### src/design/mcp_pkg.sv
// Constants, register map and field layout of the motor control PWM core.
// Functional notes
// - Six outputs run as three complementary pairs or six independent signals.
// - Edge-aligned or center-aligned waveforms are chosen by configuration.
// - One shared 12-bit counter times all six channels.
// - Width steps are one counter period edge-aligned, two center-aligned.
// - Counter clock is the operating clock divided by a selectable prescaler.
// - Smallest prescaler at 8 MHz gives 125 ns or 250 ns steps.
// - Complementary pairs get automatic dead time; top and bottom never both active except under manual override.
// - Software selects the active polarity of the outputs.
// - Manual override lets software bits set each output level directly.
// - Complementary pairs take top or bottom width correction from sense inputs or bits.
package mcp_pkg;
  localparam logic [7:0] ADDR_MAIN_CTL  = 8'h20;
  localparam logic [7:0] ADDR_SEC_CTL   = 8'h21;
  localparam logic [7:0] ADDR_FAULT_CTL = 8'h22;
  localparam logic [7:0] ADDR_FAULT_STS = 8'h23;
  localparam logic [7:0] ADDR_FAULT_ACK = 8'h24;
  localparam logic [7:0] ADDR_MANUAL    = 8'h25;
  localparam logic [7:0] ADDR_CNT_HI    = 8'h26;
  localparam logic [7:0] ADDR_CNT_LO    = 8'h27;
  localparam logic [7:0] ADDR_MOD_HI    = 8'h28;
  localparam logic [7:0] ADDR_MOD_LO    = 8'h29;
  localparam logic [7:0] ADDR_VAL_BASE  = 8'h2a;
  localparam logic [7:0] ADDR_VAL_LAST  = 8'h35;
  localparam logic [7:0] ADDR_DEADTIME  = 8'h36;
  localparam logic [7:0] ADDR_CONFIG    = 8'h37;
  localparam logic [7:0] ADDR_INT_STS   = 8'h38;
  localparam logic [7:0] ADDR_INT_MASK  = 8'h39;
  // Main control fields.
  localparam int MAIN_ENABLE_BIT = 0;
  localparam int MAIN_LOAD_BIT   = 1;
  localparam int MAIN_RELOAD_BIT = 4;
  // Secondary control fields.
  localparam int SEC_PRESCALE_LO  = 0;
  localparam int SEC_CORR_LO      = 2;
  localparam logic [7:0] SEC_MASK = 8'h1f;
  // Configuration fields.
  localparam int CFG_CENTER_BIT = 0;
  localparam int CFG_INDEP_BIT  = 1;
  localparam int CFG_POL_BIT    = 2;
  localparam int CFG_SENSE_BIT  = 3;
  // Fault fields.
  localparam int FLT1_EN_BIT   = 0;
  localparam int FLT4_EN_BIT   = 6;
  localparam int FLT1_FLAG_BIT = 0;
  localparam int FLT1_PIN_BIT  = 1;
  localparam int FLT4_FLAG_BIT = 6;
  localparam int FLT4_PIN_BIT  = 7;
  localparam int FLT1_ACK_BIT  = 0;
  localparam int FLT4_ACK_BIT  = 6;
  // Manual output fields.
  localparam int MAN_ENABLE_BIT = 6;
  // Interrupt status fields.
  localparam int INT_RELOAD_BIT = 0;
  localparam int INT_FLT1_BIT   = 1;
  localparam int INT_FLT4_BIT   = 2;
  localparam logic [7:0] INT_MASK_ALL = 8'h07;
  // Reset values.
  localparam logic [7:0]  RST_BYTE   = 8'h00;
  localparam logic [11:0] RST_MODULO = 12'h000;
  localparam logic [15:0] RST_VALUE  = 16'h0000;
  // Timing of the finest step at the smallest prescaler.
  localparam int OP_CLOCK_MHZ   = 8;
  localparam int STEP_EDGE_NS   = 125;
  localparam int STEP_CENTER_NS = 250;
  localparam int SYS_PERIOD_NS  = 10;
  localparam int STEP_EDGE_CYC  = STEP_EDGE_NS / SYS_PERIOD_NS;
  localparam int STEP_CENTER_CYC = STEP_CENTER_NS / SYS_PERIOD_NS;
endpackage

### src/design/mcp_tb_if.sv
// Carrier between the time base and the core logic.
`timescale 1ns/1ns
`default_nettype none
interface mcp_tb_if;
  logic        enable;
  logic        center;
  logic [1:0]  prescale;
  logic [11:0] modulo;
  logic [11:0] count;
  logic        start;
  modport src (input enable, center, prescale, modulo, output count, start);
  modport use_side (output enable, center, prescale, modulo, input count, start);
endinterface
`default_nettype wire

### src/design/mcp_core.sv
// Top of the motor control PWM core: registers, channels, faults, outputs.
//
// Chosen here: the plain strobed port.
`timescale 1ns/1ns
`default_nettype none
module mcp_core
  import mcp_pkg::*;
(
  input  wire logic       clk_in,
  input  wire logic       resetn_in,
  input  wire logic       ce_in,
  input  wire logic [7:0] addr_in,
  input  wire logic [7:0] wdata_in,
  input  wire logic       wr_in,
  input  wire logic       rd_in,
  input  wire logic [1:0] fault_in,
  input  wire logic [2:0] current_sense_in,
  output logic      [7:0] rdata_out,
  output logic      [5:0] pwm_out,
  output logic            irq_out
);
  // ----------------------------------------------------------------
  // State
  // ----------------------------------------------------------------
  typedef struct packed {
    logic [7:0]       main_ctl;
    logic [7:0]       sec_ctl;
    logic [7:0]       fault_ctl;
    logic [7:0]       manual;
    logic [7:0]       dead;
    logic [7:0]       cfg;
    logic [7:0]       int_sts;
    logic [7:0]       int_mask;
    logic [11:0]      modulo;
    logic [5:0][15:0] val_buf;
    logic [5:0][15:0] val_act;
    logic [1:0]       fflag;
    logic [7:0]       rdata;
    logic [5:0]       pwm;
    logic             irq;
  } mcp_state_type;

  mcp_state_type s_q, s_d;
  mcp_tb_if      tb ();

  logic [5:0] raw;
  logic [2:0] pair_top;
  logic [2:0] dt_top;
  logic [2:0] dt_bot;
  logic [2:0] corr_sel;

  assign rdata_out = s_q.rdata;
  assign pwm_out   = s_q.pwm;
  assign irq_out   = s_q.irq;

  // ----------------------------------------------------------------
  // Time base
  // ----------------------------------------------------------------
  assign tb.enable   = s_q.main_ctl[MAIN_ENABLE_BIT];
  assign tb.center   = s_q.cfg[CFG_CENTER_BIT];
  assign tb.prescale = s_q.sec_ctl[SEC_PRESCALE_LO +: 2];
  assign tb.modulo   = s_q.modulo;

  mcp_timebase u_timebase (
    .clk_in    (clk_in),
    .resetn_in (resetn_in),
    .ce_in     (ce_in),
    .tb        (tb.src)
  );

  // ----------------------------------------------------------------
  // Channel compare
  // ----------------------------------------------------------------
  genvar gi;
  generate
    for (gi = 0; gi < 6; gi++) begin : g_chan
      // Negative values give zero width; large values give full width.
      assign raw[gi] = ~s_q.val_act[gi][15]
                       & ({4'h0, tb.count} < s_q.val_act[gi]);
    end
    for (gi = 0; gi < 3; gi++) begin : g_pair
      assign corr_sel[gi] = s_q.cfg[CFG_SENSE_BIT] ? current_sense_in[gi]
                            : s_q.sec_ctl[SEC_CORR_LO + gi];
      assign pair_top[gi] = corr_sel[gi] ? raw[2 * gi + 1] : raw[2 * gi];
      mcp_deadtime u_dead (
        .clk_in    (clk_in),
        .resetn_in (resetn_in),
        .ce_in     (ce_in),
        .top_in    (pair_top[gi]),
        .dead_in   (s_q.dead),
        .top_out   (dt_top[gi]),
        .bot_out   (dt_bot[gi])
      );
    end
  endgenerate

  // ----------------------------------------------------------------
  // Next state
  // ----------------------------------------------------------------
  always_comb begin
    logic [5:0] level;
    logic [1:0] fset;
    logic       ld_wr;
    logic       fault_off;
    logic [7:0] rsel;
    logic [3:0] vidx;
    level = '0;
    fset = '0;
    ld_wr = 1'b0;
    fault_off = 1'b0;
    rsel = '0;
    vidx = '0;
    s_d = s_q;

    // Register writes.
    if (wr_in) begin
      case (addr_in)
        ADDR_MAIN_CTL: begin
          s_d.main_ctl = wdata_in & 8'h03;
          ld_wr = wdata_in[MAIN_LOAD_BIT];
        end
        ADDR_SEC_CTL: begin
          s_d.sec_ctl = wdata_in & SEC_MASK;
        end
        ADDR_FAULT_CTL: begin
          s_d.fault_ctl = wdata_in;
        end
        ADDR_FAULT_ACK: begin
          if (wdata_in[FLT1_ACK_BIT]) begin
            s_d.fflag[0] = 1'b0;
          end
          if (wdata_in[FLT4_ACK_BIT]) begin
            s_d.fflag[1] = 1'b0;
          end
        end
        ADDR_MANUAL: begin
          s_d.manual = wdata_in & 8'h7f;
        end
        ADDR_MOD_HI: begin
          s_d.modulo[11:8] = wdata_in[3:0];
        end
        ADDR_MOD_LO: begin
          s_d.modulo[7:0] = wdata_in;
        end
        ADDR_DEADTIME: begin
          s_d.dead = wdata_in;
        end
        ADDR_CONFIG: begin
          s_d.cfg = wdata_in & 8'h0f;
        end
        ADDR_INT_STS: begin
          s_d.int_sts = s_q.int_sts & ~wdata_in;
        end
        ADDR_INT_MASK: begin
          s_d.int_mask = wdata_in & INT_MASK_ALL;
        end
        default: begin
          if (addr_in >= ADDR_VAL_BASE && addr_in <= ADDR_VAL_LAST) begin
            vidx = 4'(addr_in - ADDR_VAL_BASE);
            if (vidx[0]) begin
              s_d.val_buf[vidx[3:1]][7:0] = wdata_in;
            end else begin
              s_d.val_buf[vidx[3:1]][15:8] = wdata_in;
            end
          end
        end
      endcase
    end

    // Buffered values take effect at a period start once load is permitted.
    if (tb.start) begin
      s_d.int_sts[INT_RELOAD_BIT] = 1'b1;
      if (s_q.main_ctl[MAIN_LOAD_BIT]) begin
        s_d.val_act = s_q.val_buf;
        s_d.main_ctl[MAIN_LOAD_BIT] = ld_wr;
      end
    end

    // Fault flags: the set wins over an acknowledge in the same cycle.
    fset[0] = fault_in[0] & s_q.fault_ctl[FLT1_EN_BIT];
    fset[1] = fault_in[1] & s_q.fault_ctl[FLT4_EN_BIT];
    s_d.fflag = s_d.fflag | fset;
    if (fset[0] & ~s_q.fflag[0]) begin
      s_d.int_sts[INT_FLT1_BIT] = 1'b1;
    end
    if (fset[1] & ~s_q.fflag[1]) begin
      s_d.int_sts[INT_FLT4_BIT] = 1'b1;
    end
    fault_off = |s_q.fflag;

    // Output selection.
    if (s_q.cfg[CFG_INDEP_BIT]) begin
      level = raw;
    end else begin
      for (int i = 0; i < 3; i++) begin
        level[2 * i]     = dt_top[i];
        level[2 * i + 1] = dt_bot[i];
      end
    end
    if (!s_q.main_ctl[MAIN_ENABLE_BIT]) begin
      level = '0;
    end
    if (s_q.manual[MAN_ENABLE_BIT]) begin
      level = s_q.manual[5:0];
    end
    if (fault_off) begin
      level = '0;
    end
    s_d.pwm = s_q.cfg[CFG_POL_BIT] ? ~level : level;

    // Read path.
    if (rd_in) begin
      case (addr_in)
        ADDR_MAIN_CTL: begin
          rsel = s_q.main_ctl;
          rsel[MAIN_RELOAD_BIT] = s_q.int_sts[INT_RELOAD_BIT];
        end
        ADDR_SEC_CTL: begin
          rsel = s_q.sec_ctl;
        end
        ADDR_FAULT_CTL: begin
          rsel = s_q.fault_ctl;
        end
        ADDR_FAULT_STS: begin
          rsel[FLT1_FLAG_BIT] = s_q.fflag[0];
          rsel[FLT1_PIN_BIT]  = fault_in[0];
          rsel[FLT4_FLAG_BIT] = s_q.fflag[1];
          rsel[FLT4_PIN_BIT]  = fault_in[1];
        end
        ADDR_MANUAL: begin
          rsel = s_q.manual;
        end
        ADDR_CNT_HI: begin
          rsel = {4'h0, tb.count[11:8]};
        end
        ADDR_CNT_LO: begin
          rsel = tb.count[7:0];
        end
        ADDR_MOD_HI: begin
          rsel = {4'h0, s_q.modulo[11:8]};
        end
        ADDR_MOD_LO: begin
          rsel = s_q.modulo[7:0];
        end
        ADDR_DEADTIME: begin
          rsel = s_q.dead;
        end
        ADDR_CONFIG: begin
          rsel = s_q.cfg;
        end
        ADDR_INT_STS: begin
          rsel = s_q.int_sts;
        end
        ADDR_INT_MASK: begin
          rsel = s_q.int_mask;
        end
        default: begin
          if (addr_in >= ADDR_VAL_BASE && addr_in <= ADDR_VAL_LAST) begin
            vidx = 4'(addr_in - ADDR_VAL_BASE);
            rsel = vidx[0] ? s_q.val_buf[vidx[3:1]][7:0]
                           : s_q.val_buf[vidx[3:1]][15:8];
          end
        end
      endcase
    end
    s_d.rdata = rsel;

    s_d.irq = |(s_d.int_sts & s_d.int_mask);
  end

  // ----------------------------------------------------------------
  // Registers
  // ----------------------------------------------------------------
  always_ff @(posedge clk_in) begin
    if (!resetn_in) begin
      s_q <= '0;
    end else if (ce_in) begin
      s_q <= s_d;
    end
  end
endmodule
`default_nettype wire

### src/design/mcp_timebase.sv
// Prescaler and shared 12-bit up or up/down counter.
`timescale 1ns/1ns
`default_nettype none
module mcp_timebase
  import mcp_pkg::*;
(
  input  wire logic clk_in,
  input  wire logic resetn_in,
  input  wire logic ce_in,
  mcp_tb_if.src     tb
);
  typedef struct packed {
    logic [7:0]  pre;
    logic [11:0] cnt;
    logic        down;
    logic        start;
  } mcp_tbst_type;
  mcp_tbst_type s_q, s_d;
  logic [7:0] pre_top;
  assign tb.count = s_q.cnt;
  assign tb.start = s_q.start;
  always_comb begin
    pre_top = 8'((1 << tb.prescale) - 1);
    s_d = s_q;
    s_d.start = 1'b0;
    if (!tb.enable) begin
      s_d = '0;
    end else if (s_q.pre != pre_top) begin
      s_d.pre = 8'(s_q.pre + 8'h01);
    end else begin
      s_d.pre = '0;
      if (tb.modulo == '0) begin
        s_d.cnt = '0;
      end else if (!tb.center) begin
        s_d.cnt = (s_q.cnt >= 12'(tb.modulo - 12'h001)) ? '0 : 12'(s_q.cnt + 12'h001);
        s_d.start = (s_d.cnt == '0);
      end else if (!s_q.down) begin
        s_d.cnt = 12'(s_q.cnt + 12'h001);
        s_d.down = (s_d.cnt >= tb.modulo);
      end else begin
        s_d.cnt = 12'(s_q.cnt - 12'h001);
        s_d.down = (s_d.cnt != '0);
        s_d.start = (s_d.cnt == '0);
      end
    end
  end
  always_ff @(posedge clk_in) begin
    if (!resetn_in) begin
      s_q <= '0;
    end else if (ce_in) begin
      s_q <= s_d;
    end
  end
endmodule
`default_nettype wire

### src/design/mcp_deadtime.sv
// Dead-time inserter for one complementary pair.
`timescale 1ns/1ns
`default_nettype none
module mcp_deadtime (
  input  wire logic       clk_in,
  input  wire logic       resetn_in,
  input  wire logic       ce_in,
  input  wire logic       top_in,
  input  wire logic [7:0] dead_in,
  output logic            top_out,
  output logic            bot_out
);
  typedef struct packed {
    logic       last;
    logic [7:0] cnt;
  } mcp_dtst_type;
  mcp_dtst_type s_q, s_d;
  always_comb begin
    s_d = s_q;
    if (top_in != s_q.last) begin
      s_d.last = top_in;
      s_d.cnt = dead_in;
    end else if (s_q.cnt != 8'h00) begin
      s_d.cnt = 8'(s_q.cnt - 8'h01);
    end
  end
  assign top_out = s_q.last & (s_q.cnt == 8'h00);
  assign bot_out = ~s_q.last & (s_q.cnt == 8'h00);
  always_ff @(posedge clk_in) begin
    if (!resetn_in) begin
      s_q <= '0;
    end else if (ce_in) begin
      s_q <= s_d;
    end
  end
endmodule
`default_nettype wire

### config.mk
export PLATFORM = sky130hd
export DESIGN_NAME = mcp_core
export DESIGN_NICKNAME = d
export VERILOG_FILES = /design/src/design/mcp_pkg.sv /design/src/design/mcp_tb_if.sv /design/src/design/mcp_core.sv /design/src/design/mcp_timebase.sv /design/src/design/mcp_deadtime.sv
export SDC_FILE = /design/constraint.sdc
export NUM_CORES = 1
export LEC_CHECK = 0
export BUFFER_PORTS_ARGS = -buffer_cell sky130_fd_sc_hd__buf_2
export CAP_MARGIN = 5
export CORE_MARGIN = 4
export CORE_UTILIZATION = 50
export CTS_CLUSTER_SIZE = 20
export DETAILED_ROUTE_END_ITERATION = 12
export PLACE_DENSITY = 0.67
export REMOVE_ABC_BUFFERS = 1
export SLEW_MARGIN = 5
export SYNTH_ARGS = -nofsm -noshare
export SYNTH_HDL_FRONTEND = slang
export SYNTH_SLANG_ARGS = --single-unit
### constraint.sdc
create_clock -name clk_in -period 5.7 [get_ports clk_in]
set_input_delay 0.285 -clock clk_in [delete_from_list [all_inputs] [get_ports clk_in]]
set_output_delay 0.285 -clock clk_in [all_outputs]
set_load 0.05 [all_outputs]
==> insert_results.sql <==
INSERT INTO impl_metrics (metric_group, metric, value, unit) VALUES
('setup_path', 'reg2reg_to', 'g_pair[1].u_dead.s_q[5]', ''),
('pwr', 'worst_ir_drop_vdd', '0.000302', 'V'),
('job', 'maxCapViolCount', '0', ''),
('pwr', 'total_power', '5.66', 'mW'),
('logic_synthesis', 'synth_edf_count', '0', ''),
('logic_synthesis', 'postSynthAreaPerCell', '7.78', 'µm²'),
('timing', 'worst-slew-pin-transition', '1.17', 'ns'),
('final_layout', 'insertedDiodeCount', '0', ''),
('timing', 'finalSetupViolations', '0', ''),
('floorplan', 'ioPinCount', '41', ''),
('floorplan', 'die_span_in_x', '196', 'µm'),
('cts', 'post_cts.resized_instances', '0', ''),
('route', 'route.detailed.vias_per_inst', '6.18', ''),
('timing', 'finalHoldViolations', '0', ''),
('cts', 'postCtsHoldBufs', '0', ''),
('grt', 'globalRouteMet2Util', '44.2', '%'),
('floorplan', 'core.rowCount', '68', ''),
('cts', 'cts_post_setup_buffers_inserted', '0', ''),
('setup_path', 'critical_path.reg2reg.startpoint', 'u_timebase.tb.count[5]', ''),
('route', 'num_vias', '16600', ''),
('setup_path', 'critPathCapture', 'g_pair[1].u_dead.s_q[5]', ''),
('place', 'placedCellCount', '2619', ''),
('final_layout', 'drive_gt1_share', '7.26', '%'),
('cts', 'number_of_clock_buffers_inserted_by_tritoncts', '37', ''),
('cts', 'clk-insertion-delay-late', '0.55', 'ns'),
('route', 'final_routed_wirelength', '58400', 'µm'),
('place', 'post-dp-hpwl', '39800', 'µm'),
('logic_synthesis', 'post_synth_num_cell_types', '87', ''),
('route', 'drt_pass1_iterations', '10', ''),
('grt', 'gr-usage-all-layers', '29.6', '%'),
('hold_path', 'holdPathStages', '3', ''),
('timing', 'max_clock_freq', '282', 'MHz'),
('status', 'status', 'finished clean', ''),
('setup_path', 'cp-start-kind', 'flop', ''),
('setup_path', 'endpoint_kind', 'flop', ''),
('hold_path', 'worstHoldPathType', 'input port to flop', ''),
('grt', 'number_of_antenna_violations_at_the_first_check_in_global_routing', '1', ''),
('final_layout', 'flow.area_growth_from_synthesis', '8.41', '%'),
('grt', 'grtUsageMet1', '41.8', '%'),
('cts', 'clock_sinks', '320', ''),
('logic_synthesis', 'yosysWarningCount', '0', ''),
('timing', 'rsz0062_at_grt', 'false', ''),
('pwr', 'power.leakage', '6.98', 'nW'),
('floorplan', 'initial_core_util', '50.9', '%'),
('setup_path', 'timing.critical_path.slowest_cell_delay', '0.88', 'ns'),
('cts', 'clockRootBuffer', 'sky130_fd_sc_hd__clkbuf_16', ''),
('grt', 'top_usage_layer', 'met2', ''),
('setup_path', 'worst-path-buf-inv', '0', ''),
('timing', 'layout_worst_path_cycle_share', '62.2', '%'),
('setup_path', 'timing.reg2reg.setup_slack', '2.15', 'ns'),
('logic_synthesis', 'postSynthCellCount', '2263', ''),
('timing', 'timing.final.crit_period', '3.55', 'ns'),
('route', 'postRouteAntennaNets', '0', ''),
('floorplan', 'coreArea', '0.0346', 'mm²'),
('place', 'count_of_input_and_output_buffers', '40', ''),
('setup_path', 'cp.required', '6.14', 'ns'),
('logic_synthesis', 'ffs_latches_synth', '320', ''),
('timing', 'timing.clock.skew', '0.0222', 'ns'),
('setup_path', 'crit_path_cell_trace', 'ha_1 > a211oi_1 > o21ai_0 > nor3_1 > a21oi_1 > mux2i_1 > xor2_2 > mux2i_1 > a211oi_1', ''),
('floorplan', 'die_area', '0.0383', 'mm²'),
('grt', 'globalRouteOverflowTotal', '0', ''),
('route', 'route.detailed.drc', '0', ''),
('logic_synthesis', 'synthFlopType', 'sky130_fd_sc_hd__dfxtp_1', ''),
('setup_path', 'crit_slowest_cell', 'sky130_fd_sc_hd__dfxtp_1', ''),
('cts', 'clk_path_buf_depth', '3', ''),
('logic_synthesis', 'postSynth.asyncResetShare', '0', '%'),
('route', 'route.detailed.wl_per_inst', '21.7', 'µm'),
('setup_path', 'path_class', 'flop to flop', ''),
('cts', 'cts_tree', 'yes', ''),
('setup_path', 'critical_path.startpoint', 'u_timebase.tb.count[5]', ''),
('cts', 'htree_num_levels', '2', '');
## kinds of logic after synthesis
logic type,count (synthesis),synth area share [%]
simple gates,866,22.4
compound gates,571,20.0
flops,320,36.4
buf+inv,271,6.44
fa+ha+maj,100,7.11
mux,92,5.24
xor+xnor,43,2.44
## worst min-delay path, stage by stage
cell and delay, ns:
sky130_fd_sc_hd__buf_2 0.17, sky130_fd_sc_hd__o211ai_1 0.10, sky130_fd_sc_hd__a21oi_1 0.06
## cells in the mapped netlist (all sizes together) (8+ instances only)
master	instances	share of area, %
a21o	20	0.85
or3	10	0.36
o221ai	8	0.40
o211ai	22	0.94
o22ai	13	0.46
nor4	23	1.1
o21a	10	0.43
a31oi	25	0.92
inv	111	2.4
xnor2	27	1.5
nor3	40	1.5
a21oi	267	7.6
and3	19	0.67
nand3	68	1.9
nor2b	12	0.43
dfxtp	320	36
buf	54	1.8
a211oi	27	1.2
nand2b	15	0.53
a22oi	18	0.77
ha	100	7.1
clkbuf	105	2.2
mux2i	90	5.1
nand4	21	0.75
nand2	452	9.7
o21ai	93	2.6
xor2	16	0.95
o31ai	9	0.46
nor2	163	3.5
## where the power goes
part	leakage (nW)	total (mW)	switching [mW]	internal [mW]
registers	2.58	2.39	0.0853	2.31
clock network	0.592	2.39	1.00	1.39
logic	3.80	0.876	0.550	0.326
total	6.98	5.66	1.64	4.02
## area by class of cell
cell class | instances | area [µm²]
fill | 3242 | 15500
multi-input combinational | 1672 | 10100
sequential | 320 | 6410
clock buffer | 56 | 1100
tap | 455 | 569
inverter | 112 | 430
timing repair buffer | 60 | 363
clock inverter | 11 | 115
## layer usage
metal	wire (µm)	vias to the layer above
met2	25200	764
met5	13	-
met1	25100	7863
met3	5050	188
met4	2980	2
li1	-	7785
## how the worst min path moves through the flow
stage	startpoint	endpoint	slack (ns)
floorplan	wdata_in[5]	s_q[234]	0.37
global placement	s_q[95]	s_q[95]	0.44
detailed placement	s_q[106]	s_q[106]	0.45
CTS	rd_in	rdata_out[7]	0.12
global route	rd_in	rdata_out[3]	0.14
finish	rd_in	rdata_out[7]	0.14
## cell usage in the layout, fill, tap and decap left out, types with 8 or more instances in the layout
cell | synthesis | layout
sky130_fd_sc_hd__nor4_1 | 18 | 18
sky130_fd_sc_hd__a211oi_1 | 24 | 24
sky130_fd_sc_hd__o21a_1 | 9 | 9
sky130_fd_sc_hd__mux2i_1 | 90 | 90
sky130_fd_sc_hd__nor2b_1 | 12 | 12
sky130_fd_sc_hd__nor2_1 | 163 | 163
sky130_fd_sc_hd__o31ai_1 | 8 | 8
sky130_fd_sc_hd__a21o_1 | 20 | 20
sky130_fd_sc_hd__xor2_1 | 14 | 13
sky130_fd_sc_hd__o21ai_1 | 23 | 23
sky130_fd_sc_hd__nand4_1 | 21 | 21
sky130_fd_sc_hd__clkbuf_16 | 0 | 38
sky130_fd_sc_hd__buf_4 | 16 | 19
sky130_fd_sc_hd__ha_1 | 100 | 100
sky130_fd_sc_hd__buf_2 | 25 | 40
sky130_fd_sc_hd__dfxtp_1 | 320 | 320
sky130_fd_sc_hd__a22oi_1 | 18 | 18
sky130_fd_sc_hd__a31oi_1 | 24 | 24
sky130_fd_sc_hd__nand2b_1 | 15 | 15
sky130_fd_sc_hd__o211ai_1 | 22 | 22
sky130_fd_sc_hd__clkbuf_1 | 105 | 10
sky130_fd_sc_hd__nand3_1 | 68 | 67
sky130_fd_sc_hd__clkbuf_8 | 0 | 8
sky130_fd_sc_hd__a21oi_1 | 266 | 266
sky130_fd_sc_hd__nor3_1 | 32 | 32
sky130_fd_sc_hd__inv_1 | 109 | 108
sky130_fd_sc_hd__o21ai_0 | 70 | 70
sky130_fd_sc_hd__nand2_1 | 450 | 450
sky130_fd_sc_hd__o22ai_1 | 13 | 13
sky130_fd_sc_hd__xnor2_1 | 25 | 25
sky130_fd_sc_hd__and3_1 | 19 | 18
sky130_fd_sc_hd__o221ai_1 | 8 | 8
sky130_fd_sc_hd__or3_1 | 10 | 10
## stage by stage
stage,hold slack [ns],utilization (%),setup slack (ns)
after floorplan,0.372,-,0.343
after global placement,0.444,51.6,2.10
after detailed placement,0.447,51.6,2.02
after CTS,0.124,55.1,2.18
after global routing,0.143,55.1,1.85
final,0.142,55.1,2.15
Power figures use the tool's default switching activity.
